**config.mk**
```make
export PLATFORM = sky130hd
export DESIGN_NAME = pdma_regs
export DESIGN_NICKNAME = d
export VERILOG_FILES = /design/src/shared/pdma_pkg.sv /design/src/hdl/pdma_regs.sv /design/src/hdl/pdma_cycle.sv
export SDC_FILE = /design/constraint.sdc
export NUM_CORES = 1
export LEC_CHECK = 0
export BUFFER_PORTS_ARGS = -buffer_cell sky130_fd_sc_hd__buf_4
export CORE_ASPECT_RATIO = 1.75
export CORE_MARGIN = 10
export CORE_UTILIZATION = 30
export DETAILED_ROUTE_END_ITERATION = 8
export PLACE_DENSITY = 0.49
export SLEW_MARGIN = 20
export SYNTH_ARGS = -nofsm -noshare
export SYNTH_HDL_FRONTEND = slang
export SYNTH_SLANG_ARGS = --single-unit
```
**constraint.sdc**
```tcl
create_clock -name clock -period 4.7 [get_ports clock]
set_input_delay 0.47 -clock clock [delete_from_list [all_inputs] [get_ports clock]]
set_output_delay 0.47 -clock clock [all_outputs]
set_load 0.02 [all_outputs]
```
**src/shared/pdma_pkg.sv**
```systemverilog
// Constants shared by the parallel DMA register logic and its bus cycle unit.
// Assumes a 40 MHz clock and a processor port addressed by byte offset.
//
// Contract
// - Pointer is 16 bits, upper fifteen software writable
// - Pointer bit zero comes from user device
// - Pointer increments, carrying into extended bits
// - Sixteen address lines wrap to location zero
// - Pointer accepts full word accesses only
// - Control register allows word and byte access
// - Only bits 0-6, 8, 12 writable; 14 zero
// - Go bit acts on write, reads zero
// - Bit 15 is missing-reply or attention
// - Error rising sets ready, may interrupt
// - Bit 14 cleared by reset or zero write
// - Bit 13 mirrors user attention input
// - Bit 12 is diagnostic read/write bit
// - Bits 11-9 show user status inputs
// - Bit 8 primes next DMA bus cycle
// - Ready set by reset, may interrupt
// - Interrupt enable gates ready, reset clears it
// - Bits 5-4 are address bits 17-16
// - Bits 3-1 drive user function outputs
// - User loads input buffer; DMA or processor reads
// - Input and output buffers share one address
// - Output buffer loaded by DMA or processor writes
// - Count register increments; zero ends, sets ready
package pdma_pkg;
  localparam logic [2:0] OFS_COUNT = 3'h0;
  localparam logic [2:0] OFS_POINTER = 3'h2;
  localparam logic [2:0] OFS_CONTROL = 3'h4;
  localparam logic [2:0] OFS_BUFFER = 3'h6;

  localparam int BIT_GO = 0;
  localparam int BIT_FUNC_LO = 1;
  localparam int BIT_XAD16 = 4;
  localparam int BIT_XAD17 = 5;
  localparam int BIT_IE = 6;
  localparam int BIT_READY = 7;
  localparam int BIT_CYCLE = 8;
  localparam int BIT_STAT_LO = 9;
  localparam int BIT_DIAGNOSTIC_LOOP_BIT = 12;
  localparam int BIT_USER_ATTENTION = 13;
  localparam int BIT_NEX = 14;
  localparam int BIT_ERROR = 15;

  localparam logic RST_READY = 1'b1;
  localparam logic RST_IE = 1'b0;
  localparam logic [1:0] RST_XAD = 2'h0;
  localparam logic [2:0] RST_FUNC = 3'h0;
  localparam logic [15:0] RST_WORD = 16'h0000;

  localparam int CLK_PERIOD_PS = 25000;
  localparam int REPLY_WAIT_NS = 10000;
  localparam int REPLY_TIMEOUT_CYC = (REPLY_WAIT_NS * 1000 + CLK_PERIOD_PS - 1) / CLK_PERIOD_PS;

  typedef enum logic [1:0] {
    ACC_WORD,
    ACC_LOW,
    ACC_HIGH
  } pdma_acc_t;
endpackage

```
**src/hdl/pdma_regs.sv**
```systemverilog
// Register logic of the parallel DMA interface: count, pointer, control and
// data buffers, plus the user port. Reset stands for bus initialization.
`timescale 1ns/1ps
module pdma_regs #(
  parameter int ADDR_W = 18,
  parameter int TIMEOUT_CYC = pdma_pkg::REPLY_TIMEOUT_CYC
) (
  input wire logic clock,
  input wire logic rst_n,
  input wire logic [2:0] regAddr,
  input wire logic regWrite,
  input wire logic regRead,
  input wire logic regByte,
  input wire logic [15:0] regWdata,
  output logic [15:0] regRdata,
  output logic regAck,
  output logic intRequest,
  output logic memReq,
  output logic memWrite,
  output logic memByte,
  output logic [ADDR_W-1:0] memAddr,
  output logic [15:0] memWdata,
  input wire logic memReply,
  input wire logic [15:0] memRdata,
  input wire logic [15:0] userDataIn,
  input wire logic userInLoad,
  input wire logic userAddr0,
  input wire logic userAttention,
  input wire logic [2:0] userStatus,
  input wire logic userCycleReq,
  input wire logic userC1,
  input wire logic userC0,
  input wire logic ptrIncEnable,
  input wire logic countIncEnable,
  output logic [15:0] userDataOut,
  output logic [2:0] userFunction,
  output logic userReady,
  output logic userBusy_n,
  output logic userInit
);
  if (ADDR_W != 16 && ADDR_W != 18)
  begin : g_chk
    $error("ADDR_W must be 16 or 18");
  end

  logic [15:0] count_ff;
  logic [15:1] pointer_ff;
  logic [1:0] xad_ff;
  logic [2:0] func_ff;
  logic ie_ff;
  logic ready_ff;
  logic cycle_ff;
  logic diagnostic_loop_bit_ff;
  logic nex_ff;
  logic dmaEn_ff;
  logic errPrev_ff;
  logic [15:0] inHold_ff;
  logic [15:0] outHold_ff;
  logic [15:0] control;
  logic errorNow;
  logic errRise;
  logic wrCount;
  logic wrPointer;
  logic wrControl;
  logic wrBuffer;
  logic wrLow;
  logic wrHigh;
  logic goCmd;
  logic start;
  logic seqBusy;
  logic seqDone;
  logic seqFail;
  logic [15:0] seqRdata;
  logic toMemory;
  logic countEnd;
  logic [16:0] nxt_wordPtr;
  logic [15:0] nxt_count;
  logic [ADDR_W-1:0] xferAddr;
  pdma_pkg::pdma_acc_t acc;

  // Decodes the processor access width from the byte flag and address bit 0
  function automatic pdma_pkg::pdma_acc_t accKind(input logic isByte, input logic odd);
    if (!isByte)
      return pdma_pkg::ACC_WORD;
    else if (odd)
      return pdma_pkg::ACC_HIGH;
    else
      return pdma_pkg::ACC_LOW;
  endfunction

  // Merges written bytes into a held word according to the access width
  function automatic logic [15:0] mergeBytes(
    input logic [15:0] old,
    input logic [15:0] data,
    input pdma_pkg::pdma_acc_t kind
  );
    case (kind)
      pdma_pkg::ACC_LOW: return {old[15:8], data[7:0]};
      pdma_pkg::ACC_HIGH: return {data[15:8], old[7:0]};
      default: return data;
    endcase
  endfunction

  assign acc = accKind(regByte, regAddr[0]);
  assign wrLow = regWrite && acc != pdma_pkg::ACC_HIGH;
  assign wrHigh = regWrite && acc != pdma_pkg::ACC_LOW;
  // Byte writes to the counting registers are dropped, not widened
  assign wrCount = regWrite && acc == pdma_pkg::ACC_WORD
    && {regAddr[2:1], 1'b0} == pdma_pkg::OFS_COUNT;
  assign wrPointer = regWrite && acc == pdma_pkg::ACC_WORD
    && {regAddr[2:1], 1'b0} == pdma_pkg::OFS_POINTER;
  assign wrControl = regWrite && {regAddr[2:1], 1'b0} == pdma_pkg::OFS_CONTROL;
  assign wrBuffer = regWrite && {regAddr[2:1], 1'b0} == pdma_pkg::OFS_BUFFER;
  assign goCmd = wrControl && wrLow && regWdata[pdma_pkg::BIT_GO];

  assign errorNow = nex_ff || userAttention;
  assign errRise = errorNow && !errPrev_ff;
  assign toMemory = userC1;
  assign nxt_wordPtr = {xad_ff, pointer_ff} + 17'h00001;
  assign nxt_count = count_ff + 16'h0001;
  assign countEnd = seqDone && countIncEnable && nxt_count == 16'h0000;
  // A narrow bus simply drops the extended bits, so the address wraps to zero
  assign xferAddr = ADDR_W'({xad_ff, pointer_ff, userAddr0});
  // No new cycle while an error stands; only a later go reopens the path
  assign start = cycle_ff && dmaEn_ff && !errorNow && !seqBusy;

  always_comb
  begin
    control = 16'h0000;
    control[pdma_pkg::BIT_ERROR] = errorNow;
    control[pdma_pkg::BIT_NEX] = nex_ff;
    control[pdma_pkg::BIT_USER_ATTENTION] = userAttention;
    control[pdma_pkg::BIT_DIAGNOSTIC_LOOP_BIT] = diagnostic_loop_bit_ff;
    control[pdma_pkg::BIT_STAT_LO +: 3] = userStatus;
    control[pdma_pkg::BIT_CYCLE] = cycle_ff;
    control[pdma_pkg::BIT_READY] = ready_ff;
    control[pdma_pkg::BIT_IE] = ie_ff;
    control[pdma_pkg::BIT_XAD17:pdma_pkg::BIT_XAD16] = xad_ff;
    control[pdma_pkg::BIT_FUNC_LO +: 3] = func_ff;
    control[pdma_pkg::BIT_GO] = 1'b0;
  end

  pdma_cycle #(
    .ADDR_W(ADDR_W),
    .TIMEOUT_CYC(TIMEOUT_CYC)
  ) u_cycle (
    .clock(clock),
    .rst_n(rst_n),
    .start(start),
    .toMemory(toMemory),
    .byteMode(userC1 && userC0),
    .addr(xferAddr),
    .wdata(inHold_ff),
    .memReq(memReq),
    .memWrite(memWrite),
    .memByte(memByte),
    .memAddr(memAddr),
    .memWdata(memWdata),
    .memReply(memReply),
    .memRdata(memRdata),
    .busy(seqBusy),
    .done(seqDone),
    .fail(seqFail),
    .rdata(seqRdata)
  );

  always_ff @(posedge clock)
  begin
    if (!rst_n)
      count_ff <= pdma_pkg::RST_WORD;
    else if (wrCount)
      count_ff <= regWdata;
    else if (seqDone && countIncEnable)
      count_ff <= nxt_count;
  end

  always_ff @(posedge clock)
  begin
    if (!rst_n)
    begin
      pointer_ff <= pdma_pkg::RST_WORD[15:1];
      xad_ff <= pdma_pkg::RST_XAD;
    end
    else
    begin
      if (wrPointer)
        pointer_ff <= regWdata[15:1];
      else if (seqDone && ptrIncEnable)
        pointer_ff <= nxt_wordPtr[14:0];
      if (wrControl && wrLow)
        xad_ff <= regWdata[pdma_pkg::BIT_XAD17:pdma_pkg::BIT_XAD16];
      else if (seqDone && ptrIncEnable)
        xad_ff <= nxt_wordPtr[16:15];
    end
  end

  always_ff @(posedge clock)
  begin
    if (!rst_n)
    begin
      func_ff <= pdma_pkg::RST_FUNC;
      ie_ff <= pdma_pkg::RST_IE;
    end
    else if (wrControl && wrLow)
    begin
      func_ff <= regWdata[pdma_pkg::BIT_FUNC_LO +: 3];
      ie_ff <= regWdata[pdma_pkg::BIT_IE];
    end
  end

  always_ff @(posedge clock)
  begin
    if (!rst_n)
      diagnostic_loop_bit_ff <= 1'b0;
    else if (wrControl && wrHigh)
      diagnostic_loop_bit_ff <= regWdata[pdma_pkg::BIT_DIAGNOSTIC_LOOP_BIT];
  end

  // A user request in the very cycle a transfer starts stays pending
  always_ff @(posedge clock)
  begin
    if (!rst_n)
      cycle_ff <= 1'b0;
    else if (userCycleReq)
      cycle_ff <= 1'b1;
    else if (start)
      cycle_ff <= 1'b0;
    else if (wrControl && wrHigh)
      cycle_ff <= regWdata[pdma_pkg::BIT_CYCLE];
  end

  // Software may only clear the flag; a failing cycle in the same edge wins
  always_ff @(posedge clock)
  begin
    if (!rst_n)
      nex_ff <= 1'b0;
    else if (seqFail)
      nex_ff <= 1'b1;
    else if (wrControl && wrHigh && !regWdata[pdma_pkg::BIT_NEX])
      nex_ff <= 1'b0;
  end

  always_ff @(posedge clock)
  begin
    if (!rst_n)
      errPrev_ff <= 1'b0;
    else
      errPrev_ff <= errorNow;
  end

  // Setting events beat a go in the same edge so no completion is lost
  always_ff @(posedge clock)
  begin
    if (!rst_n)
      ready_ff <= pdma_pkg::RST_READY;
    else if (errRise || countEnd)
      ready_ff <= 1'b1;
    else if (goCmd)
      ready_ff <= 1'b0;
  end

  always_ff @(posedge clock)
  begin
    if (!rst_n)
      dmaEn_ff <= 1'b0;
    else if (errRise || countEnd)
      dmaEn_ff <= 1'b0;
    else if (goCmd)
      dmaEn_ff <= 1'b1;
  end

  always_ff @(posedge clock)
  begin
    if (!rst_n)
      inHold_ff <= pdma_pkg::RST_WORD;
    else if (userInLoad)
      inHold_ff <= userDataIn;
  end

  // A DMA read from memory takes priority over a processor write
  always_ff @(posedge clock)
  begin
    if (!rst_n)
      outHold_ff <= pdma_pkg::RST_WORD;
    // Latched direction, so a late change on the user's direction pin cannot misroute data
    else if (seqDone && !memWrite)
      outHold_ff <= seqRdata;
    else if (wrBuffer)
      outHold_ff <= mergeBytes(outHold_ff, regWdata, acc);
  end

  always_ff @(posedge clock)
  begin
    if (!rst_n)
    begin
      regRdata <= 16'h0000;
      regAck <= 1'b0;
    end
    else
    begin
      regAck <= regRead || regWrite;
      if (regRead)
        case ({regAddr[2:1], 1'b0})
          pdma_pkg::OFS_COUNT: regRdata <= count_ff;
          pdma_pkg::OFS_POINTER: regRdata <= {pointer_ff, userAddr0};
          pdma_pkg::OFS_CONTROL: regRdata <= control;
          pdma_pkg::OFS_BUFFER: regRdata <= inHold_ff;
          default: regRdata <= 16'h0000;
        endcase
    end
  end

  always_ff @(posedge clock)
  begin
    if (!rst_n)
    begin
      userInit <= 1'b1;
      intRequest <= 1'b0;
      userReady <= pdma_pkg::RST_READY;
      userBusy_n <= 1'b1;
    end
    else
    begin
      userInit <= 1'b0;
      intRequest <= ready_ff && ie_ff;
      userReady <= ready_ff;
      userBusy_n <= !seqBusy;
    end
  end

  assign userDataOut = outHold_ff;
  assign userFunction = func_ff;
endmodule

```
**src/hdl/pdma_cycle.sv**
```systemverilog
// Bus master cycle unit: runs one memory cycle and watches for the reply.
// Assumes memory answers with a one-cycle memReply pulse while memReq stands.
`timescale 1ns/1ps
module pdma_cycle #(
  parameter int ADDR_W = 18,
  parameter int TIMEOUT_CYC = pdma_pkg::REPLY_TIMEOUT_CYC
) (
  input wire logic clock,
  input wire logic rst_n,
  input wire logic start,
  input wire logic toMemory,
  input wire logic byteMode,
  input wire logic [ADDR_W-1:0] addr,
  input wire logic [15:0] wdata,
  output logic memReq,
  output logic memWrite,
  output logic memByte,
  output logic [ADDR_W-1:0] memAddr,
  output logic [15:0] memWdata,
  input wire logic memReply,
  input wire logic [15:0] memRdata,
  output logic busy,
  output logic done,
  output logic fail,
  output logic [15:0] rdata
);
  typedef enum logic {IDLE, WAIT} pdma_cyc_t;

  if (TIMEOUT_CYC < 2 || TIMEOUT_CYC > 65535)
  begin : g_chk
    $error("TIMEOUT_CYC out of range");
  end

  pdma_cyc_t state_ff;
  logic [15:0] waitCnt_ff;
  logic timeUp;

  assign timeUp = (waitCnt_ff == 16'(TIMEOUT_CYC - 1));
  assign memReq = (state_ff == WAIT);
  assign busy = (state_ff == WAIT);

  always_ff @(posedge clock)
  begin
    if (!rst_n)
      state_ff <= IDLE;
    else
      case (state_ff)
        IDLE: if (start) state_ff <= WAIT;
        WAIT: if (memReply || timeUp) state_ff <= IDLE;
        default: state_ff <= IDLE;
      endcase
  end

  always_ff @(posedge clock)
  begin
    if (!rst_n || state_ff != WAIT)
      waitCnt_ff <= 16'h0000;
    else
      waitCnt_ff <= waitCnt_ff + 16'h0001;
  end

  always_ff @(posedge clock)
  begin
    if (!rst_n)
    begin
      memWrite <= 1'b0;
      memByte <= 1'b0;
      memAddr <= '0;
      memWdata <= 16'h0000;
    end
    else if (start && state_ff == IDLE)
    begin
      memWrite <= toMemory;
      memByte <= byteMode;
      memAddr <= addr;
      memWdata <= wdata;
    end
  end

  always_ff @(posedge clock)
  begin
    if (!rst_n)
    begin
      done <= 1'b0;
      fail <= 1'b0;
      rdata <= 16'h0000;
    end
    else
    begin
      done <= (state_ff == WAIT) && memReply;
      // No reply within the timeout ends the cycle here as a failure
      fail <= (state_ff == WAIT) && !memReply && timeUp;
      if (state_ff == WAIT && memReply)
        rdata <= memRdata;
    end
  end
endmodule

```
==> flow_summary.toml, run 1 <==
[worst_setup_path]
cp-startpoint = "u_cycle.done"
max_stage_delay_ns = 0.75
path_cells = "nor2b_2 > o21bai_2 > nor2_1 > a211oi_1"
r2r_start = "u_cycle.done"
required_ns = 5.04
crit_path_max_fanout = 20
cp-end-kind = "register"
rrSetupSlack_ns = 2.60
r2r_end = "userDataOut[12]"
cp-start-kind = "register"
ff2ff_path_depth = 4
critPathSlowestCell = "nor2b_2"
critical_path_class = "reg2reg"
arrival_ns = 2.44

[clocking]
cts_buffer_depth = 2
cts_made_buffers = 17
root_buffer = "clkbuf_16"
worstSkewPairLatency_ns = 0.43
cts_resized = 0
htree_levels = 4
cts_post_setup_buffers_inserted = 0
holdBufCountCts = 0
clkSinkCount = 167
cts_tree = "yes"
clk_pin_slew_ns = 0.07

[run]
maxCapViolCount = 0

[sta]
fin_crit_sh = 0.4475
fin_skew_ns = 0.007041
timing.final.crit_period_ns = 2.103
tns_ns = 0
drv_slew = 0
setup-violations-final = 0
fmax_ghz = 0.4755
maxSlewHeadroom = 0.2955
hold_viol_final = 0
setup_ws_ns = 2.597
worst_pin_slew_ns = 1.054
rsz0062_at_grt = "false"

[power]
peakVddDrop_mv = 0.1931
p_leak_nw = 3.404
powerDensity_nw_per_um2 = 348.0

[hold_path]
holdCritStartpoint = "memReply"
min_path_type = "in2reg"
hold_path_end = "u_cycle.fail"
holdPathStages = 2

[yosys]
synthTopCellsByArea = "dfxtp_1 (47%), nand2_1 (7.0%), nor2_1 (5.6%)"
netlist_instances = 808
syn_nets = 879
ys_types = 44
yosysSeqAreaShare = 0.4692
synth_area_leader_cell = "dfxtp_1"
synth_top_area_frac = 0.4692
avgSynthCellArea_um2 = 8.819
synth-seq-cells = 167
synthesis.area_um2 = 7126
ys_warn_count = 0

[die]
die_x_um = 136.5
io_pins = 145
coreArea_um2 = 23430
die_h_um = 223.9
die-area_um2 = 30560
start_util = 0.3042
num_rows = 74

[global_route]
grt_usage = 0.1606
grtUsageMet1 = 0.1743
grtUsageMet2 = 0.2948
grt_pass1_wl_mm = 37.39
antenna_found_initial = 0
top_usage_layer = "met2"
grt_use_met3 = 0.03362
grt_max_degree = 55
gr-total-overflow = 0
grt_pass1_vias = 6122

[routing]
dr.first_iter.drc_count = 329
num_vias = 6126
drtAntennaViolNets = 0
drc = 0
firstDrtPassIters = 5
drt_wl_total_mm = 24.82
post_drt_via_cell_ratio = 4.940
wire_per_inst_um = 20.02

[layout]
fillCellCount = 2418
antennaDiodeCount = 0
layout.nets = 995
layout-drive-gt1-share = 0.2201
seq_area_um2 = 3343
areaGrowthSynthToFinish_pct = 26.18
multi_input_area_um2 = 3532
post-route-util = 0.3838

[place]
place_hpwl_mm = 18.71
place_ws_ns = 2.332
gp_congestion = 0.8424
port-buffer-count = 144

[status]
outcome = "completed"
synthesized netlist by cell type (all sizes together):
cell type / n
o2111ai: 1
nand4: 12
nand3: 22
a31oi: 1
nor2b: 2
xor2: 22
or3: 11
nor3: 10
clkbuf: 31
nor2: 108
mux2: 1
nand2b: 2
a22oi: 16
and4: 6
mux4: 15
o21ai: 20
nand3b: 3
a311oi: 4
ha: 3
mux2i: 34
buf: 20
a211oi: 38
o21a: 1
o211ai: 1
nand2: 132
dfxtp: 167
nor4: 4
and3: 10
inv: 9
a21oi: 75
xnor2: 20
and2: 4
or2: 1
o21bai: 2
area by class of cell:
type	count	area share
multi-input combinational	581	0.3928
sequential	167	0.3718
timing repair buffer	148	0.1244
clock buffer	19	0.05038
tap	304	0.04230
clock inverter	12	0.01419
inverter	9	0.004036
state kept, by name, summed over array words and instances (netlist names), 3 cells and up:
| register | cells |
|---|---|
| userDataOut | 16 |
| userFunction | 3 |
| u_cycle.rdata | 16 |
| pointer_ff | 15 |
| u_cycle.memWdata | 16 |
| regRdata | 16 |
| u_cycle.memAddr | 18 |
| inHold_ff | 16 |
| count_ff | 16 |
| u_cycle.waitCnt_ff | 16 |
cell usage in the layout (no fill, tap or decap), types with 20 or more instances in the layout:
cell	n
nor2_1	106
a211oi_1	38
mux2i_1	34
xor2_1	22
nand2_1	132
a21oi_1	75
o21ai_0	20
buf_4	147
dfxtp_1	167
xnor2_1	20
nand3_1	20
power breakdown:
group	leakage (nW)	total, mW	switching, mW	internal, mW
combinational	1.77	0.246	0.135	0.111
sequential	1.36	1.49	0.0404	1.45
clock	0.277	1.39	0.587	0.806
cells by family after synthesis:
group | count (synthesis) | synth area share
AND/OR/NAND/NOR | 327 | 0.2049
flip-flops | 167 | 0.4692
AO/OA/AOI/OAI | 159 | 0.1359
buffers and inverters | 60 | 0.03582
multiplexers | 50 | 0.09728
XOR/XNOR | 42 | 0.05162
adder cells (fa/ha/maj) | 3 | 0.005268
worst max-delay path by stage:
stage	endpoint	slack [ns]	cells past startpoint
floorplan	cycle_ff	2.98	6
global placement	userDataOut[15]	2.10	4
detailed placement	pointer_ff[10]	2.33	5
CTS	userDataOut[3]	2.60	4
global route	userDataOut[12]	2.32	4
finish	userDataOut[12]	2.60	4
through the flow:
step / cells / hold WS, ns / power, mW / cell area (µm²)
after CTS: 1239 / 0.2516 / 3.176 / 8976
after detailed placement: 1208 / 0.4472 / 1.770 / 8396
after floorplan: 808 / 0.4130 / 1.638 / 7126
after global placement: 1208 / 0.4374 / 1.769 / 8393
after global routing: 1240 / 0.2593 / 3.239 / 8991
final: 1240 / 0.2624 / 3.128 / 8991
critical path, delay by kind of cell, from the launching register on:
family,cells,cell delay (ns)
compound gates,2,0.68
flops,1,0.48
simple gates,2,0.85
layer usage:
metal / share of wire / vias up
li1: - / 3044
met1: 0.40 / 2929
met2: 0.55 / 127
met3: 0.034 / 26
met4: 0.023 / 0
met5: 0 / -
(Power assumes the default switching activity.)
==> inputs of run 2 (changes only) <==
--- a/config.mk
+++ b/config.mk
@@ -10,7 +10,7 @@
 export CORE_MARGIN = 10
 export CORE_UTILIZATION = 30
 export DETAILED_ROUTE_END_ITERATION = 8
-export PLACE_DENSITY = 0.49
+export PLACE_DENSITY = 0.51
 export SLEW_MARGIN = 20
 export SYNTH_ARGS = -nofsm -noshare
 export SYNTH_HDL_FRONTEND = slang
==> constraint.sdc (replaced) <==
create_clock -name clock -period 1.8 [get_ports clock]
set_input_delay 0.18 -clock clock [delete_from_list [all_inputs] [get_ports clock]]
set_output_delay 0.18 -clock clock [all_outputs]
set_load 0.02 [all_outputs]
==> flow_summary.toml, run 2 (same netlist as run 1, synthesis figures left out) <==
[status]
outcome = "completed"

[place]
port-buffer-count = 144
gp_congestion = 0.9089
place_hpwl_mm = 19.50

[layout]
layout.nets = 1061
antennaDiodeCount = 0
final_common_cell = "buf_4"
final_cell_mix = "buf_4 (176), dfxtp_1 (163), nand2_1 (132)"
areaGrowthSynthToFinish_pct = 36.12
largest_reg_flops = 18
layout-drive-gt1-share = 0.2463
regMostFlops = "u_cycle.memAddr"

[worst_setup_path]
ff2ff_path_depth = 5
arrival_ns = 2.01
crit_path_max_fanout = 7
critical_path_class = "reg2reg"
required_ns = 2.13
cp-start-kind = "register"
cp-end-kind = "register"

[power]
peakVddDrop_mv = 0.6445
p_total_mw = 8.531
p_leak_nw = 3.761
powerDensity_nw_per_um2 = 879.6

[die]
num_rows = 74
die_h_um = 223.9
die-area_um2 = 30560
io_pins = 145
start_util = 0.3042
die_x_um = 136.5
coreArea_um2 = 23430

[clocking]
cts_buffer_depth = 2
clkSinkCount = 167
worstSkewPairLatency_ns = 0.45
cts_made_buffers = 17
htree_levels = 4
clk_pin_slew_ns = 0.07
root_buffer = "clkbuf_16"
cts_tree = "yes"

[global_route]
grt_max_degree = 70
grt_pass1_vias = 6574
grt_usage = 0.1707
grt_pass1_wl_mm = 39.83
antenna_found_initial = 0
gr-total-overflow = 0

[routing]
post_drt_via_cell_ratio = 4.964
drtAntennaViolNets = 0
wire_per_inst_um = 19.92
dr.first_iter.drc_count = 384
firstDrtPassIters = 5
drt_wl_total_mm = 26.03
num_vias = 6488
drc = 0

[hold_path]
holdPathStages = 3
min_path_type = "in2reg"

[run]
maxCapViolCount = 0

[sta]
fin_crit_sh = 0.9339
rsz0062_at_grt = "false"
fin_skew_ns = 0.008054
maxSlewHeadroom = 0.5682
setup-violations-final = 0
timing.final.crit_period_ns = 1.681
hold_viol_final = 0
tns_ns = 0
worst_pin_slew_ns = 0.6462
fmax_ghz = 0.5949
drv_slew = 0
-- run 2: cell count changes in the layout (fill, tap and decap cells not counted), sizes merged --
cell | before | now
clkinvlp | 4 | 3
buf | 148 | 181
inv | 10 | 12
clkinv | 5 | 4
bufinv | 2 | 3
dlygate4sd3 | 0 | 33
-- run 2: report_power, final --
part | internal, mW | total, mW | switching [mW]
clock | 2.27 | 3.89 | 1.61
sequential | 3.78 | 3.87 | 0.0840
combinational | 0.373 | 0.778 | 0.405
total | 6.43 | 8.53 | 2.10
-- run 2: worst paths after layout --
path / from / end / slack, ns
worst min register to register: u_cycle.fail / nex_ff / 0.45
worst min-delay path: memRdata[4] / u_cycle.rdata[4] / 0.01
worst max register to register: count_ff[9] / ready_ff / 0.12
worst max-delay path: count_ff[9] / ready_ff / 0.12
-- run 2: critical path, stage by stage, from the launching register on --
cell,delay [ns]
dfxtp_1,0.50
and4_1,0.27
nand4_1,0.16
or3_1,0.37
o2111ai_1,0.15
o21ai_0,0.11
-- run 2: final cells by class --
class                   count  area (µm²)
fillers                  2346       13730
repair buffers            214        1752
inverters                   9       36.28
flip-flops and latches    167        3348
clock buffers              19       452.9
well taps                 304       380.4
clock inverters            13       170.2
multi-input cells         581        3560
-- run 2: stage by stage --
stage	setup slack, ns	cells	util	cell area [µm²]	hold WS, ns
after floorplan	0.2034	808	-	7126	0.2531
after detailed placement	0.04567	1242	0.3719	8711	0.4061
after CTS	0.04033	1307	0.4126	9664	0.004194
after global routing	0.01622	1307	0.4141	9699	0.01592
after global placement	0.08573	1242	0.3719	8711	0.3974
final	0.1189	1307	0.4141	9699	0.01266
-- run 2: timing repair --
| item | in CTS | in global routing |
|---|---|---|
| buffers inserted | 0 | 0 |
| hold buffers | 33 | 0 |
| endpoints found under the setup margin | 0 | 11 |
| resized for setup | 0 | 10 |
| hold endpoints to repair | 33 | 0 |
-- run 2: routing by layer --
layer,global-route usage,vias up,part of all wire
li1,-,3172,-
met1,0.1800,3126,0.37
met2,0.3181,153,0.56
met3,0.03227,37,0.039
met4,0.07037,0,0.028
met5,0,-,0
==> inputs of run 3 (changes only) <==
--- a/config.mk
+++ b/config.mk
@@ -6,11 +6,13 @@
 export NUM_CORES = 1
 export LEC_CHECK = 0
 export BUFFER_PORTS_ARGS = -buffer_cell sky130_fd_sc_hd__buf_4
+export CELL_PAD_IN_SITES_DETAIL_PLACEMENT = 1
+export CELL_PAD_IN_SITES_GLOBAL_PLACEMENT = 1
 export CORE_ASPECT_RATIO = 1.75
 export CORE_MARGIN = 10
-export CORE_UTILIZATION = 30
+export CORE_UTILIZATION = 25
 export DETAILED_ROUTE_END_ITERATION = 8
-export PLACE_DENSITY = 0.51
+export PLACE_DENSITY = 0.55
 export SLEW_MARGIN = 20
 export SYNTH_ARGS = -nofsm -noshare
 export SYNTH_HDL_FRONTEND = slang
==> flow_summary.toml, run 3 (same netlist as run 1, synthesis figures left out) <==
[layout]
antennaDiodeCount = 0
layout-drive-gt1-share = 0.2485
largest_reg_flops = 18
fillCellCount = 3277
final_common_cell = "buf_4"
final_cell_mix = "buf_4 (177), dfxtp_1 (164), nand2_1 (132)"
regMostFlops = "u_cycle.memAddr"
layout.nets = 1064
post-route-util = 0.3500
areaGrowthSynthToFinish_pct = 37.89

[routing]
post_drt_via_cell_ratio = 4.747
drtAntennaViolNets = 0
firstDrtPassIters = 4
drc = 0
num_vias = 6546
drt_wl_total_mm = 28.71
dr.first_iter.drc_count = 348
wire_per_inst_um = 20.82

[worst_setup_path]
cp-start-kind = "register"
required_ns = 2.12
r2r_start = "pointer_ff[4]"
arrival_ns = 2.01
critPathSlowestCell = "or3_2"
crit_path_max_fanout = 5
rrSetupSlack_ns = 0.11
path_cells = "nand3_2 > or3_2 > nor2_1 > xnor2_1 > a21oi_1"
cp-end-kind = "register"
max_stage_delay_ns = 0.55
path_buf_inv = 0
cp_top_family = "simple AND/OR/NAND/NOR gates"
r2r_end = "xad_ff[0]"
critical_path_class = "reg2reg"
ff2ff_path_depth = 5

[die]
die_h_um = 243.3
start_util = 0.2538
num_rows = 81
coreArea_um2 = 28070
io_pins = 145
die_x_um = 147.6
die-area_um2 = 35920

[status]
outcome = "completed"

[clocking]
cts_made_buffers = 17
cts_post_setup_buffers_inserted = 0
cts_tree = "yes"
clkSinkCount = 167
worstSkewPairLatency_ns = 0.45
clk_pin_slew_ns = 0.06
htree_levels = 4
cts_buffer_depth = 2
root_buffer = "clkbuf_16"

[power]
comb_power_share = 0.091
p_sw_frac = 0.2451
powerDensity_nw_per_um2 = 875.3
p_switching_mw = 2.108
peakVddDrop_mv = 0.6697
p_int_mw = 6.492
pwr-share-clk = 0.458
p_leak_nw = 3.770
p_seq_frac = 0.451

[global_route]
grt_usage = 0.1611
gr-total-overflow = 0
antenna_found_initial = 0
grt_pass1_wl_mm = 44.17
grt_max_degree = 83
grt_pass1_vias = 7126

[place]
place_hpwl_mm = 21.73
port-buffer-count = 144
gp_congestion = 0.9009
place_ws_ns = 0.08397

[sta]
rsz0062_at_grt = "false"
setup_ws_ns = 0.1119
tns_ns = 0
hold_viol_final = 0
fmax_ghz = 0.5924
fin_crit_sh = 0.9378
timing.final.crit_period_ns = 1.688
fin_skew_ns = 0.007940
drv_slew = 0
worst_pin_slew_ns = 0.6582
setup-violations-final = 0
maxSlewHeadroom = 0.5596

[hold_path]
hold_path_end = "u_cycle.rdata[3]"
holdPathStages = 3
min_path_type = "in2reg"
holdCritStartpoint = "memRdata[3]"

[run]
maxCapViolCount = 0
run 3: per-layer routing:
metal  GRT usage  vias to the layer above  part of all wire
met1      0.1634                     3223              0.38
li1            -                     3182                 -
met4     0.05998                        0             0.027
met3     0.03768                       29             0.035
met2      0.3077                      112              0.56
met5           0                        -                 0
run 3: worst register-to-register path, stage by stage (launching register included):
cell     delay [ns]
dfxtp_1        0.46
nand3_2        0.18
or3_2          0.55
nor2_1         0.17
xnor2_1        0.14
a21oi_1        0.08
run 3: how the worst max path moves through the flow:
stage                     startpoint                     end  slack, ns  depth (start not counted)
3_5_place_dp   u_cycle.waitCnt_ff[0]  u_cycle.waitCnt_ff[14]       0.08                          5
4_1_cts        u_cycle.waitCnt_ff[0]  u_cycle.waitCnt_ff[14]       0.06                          5
5_1_grt                  count_ff[4]             count_ff[9]       0.01                          5
3_3_place_gp           pointer_ff[4]               xad_ff[1]       0.12                          5
6_report               pointer_ff[4]               xad_ff[0]       0.11                          5
2_1_floorplan           u_cycle.busy      u_cycle.memAddr[0]       0.20                          6
run 3: final cells by class:
type | instances | area, µm² | share of cell area
clock inverter | 10 | 142.6 | 0.01452
sequential | 167 | 3347 | 0.3406
clock buffer | 22 | 484.2 | 0.04928
multi-input combinational | 581 | 3570 | 0.3633
tap | 373 | 466.7 | 0.04750
inverter | 9 | 36.28 | 0.003693
timing repair buffer | 217 | 1779 | 0.1811
run 3: through the flow:
step                      cell area, µm²  hold WS, ns  power [mW]  cells
after global routing                9826      0.01235       8.937   1379
after CTS                           9772    0.0009377       8.741   1378
after floorplan                     7126       0.2531       4.278    808
final                               9826      0.02973       8.600   1379
after detailed placement            8805       0.4084       4.692   1312
after global placement              8805       0.4027       4.687   1312
run 3: power groups by stage:
stage,Combinational (mW),Sequential [mW],Clock (mW)
after floorplan,0.312,3.97,0
after global placement,0.731,3.96,0
after detailed placement,0.735,3.96,0
after CTS,0.797,3.87,4.07
after global routing,0.851,3.88,4.20
final,0.784,3.87,3.94
run 3: repair_timing:
| item | 4_1_cts | 5_1_grt |
|---|---|---|
| endpoints found under the hold margin | 34 | 1 |
| gates resized for setup | 0 | 12 |
| endpoints found under the setup margin | 0 | 12 |
| hold buffers | 34 | 1 |
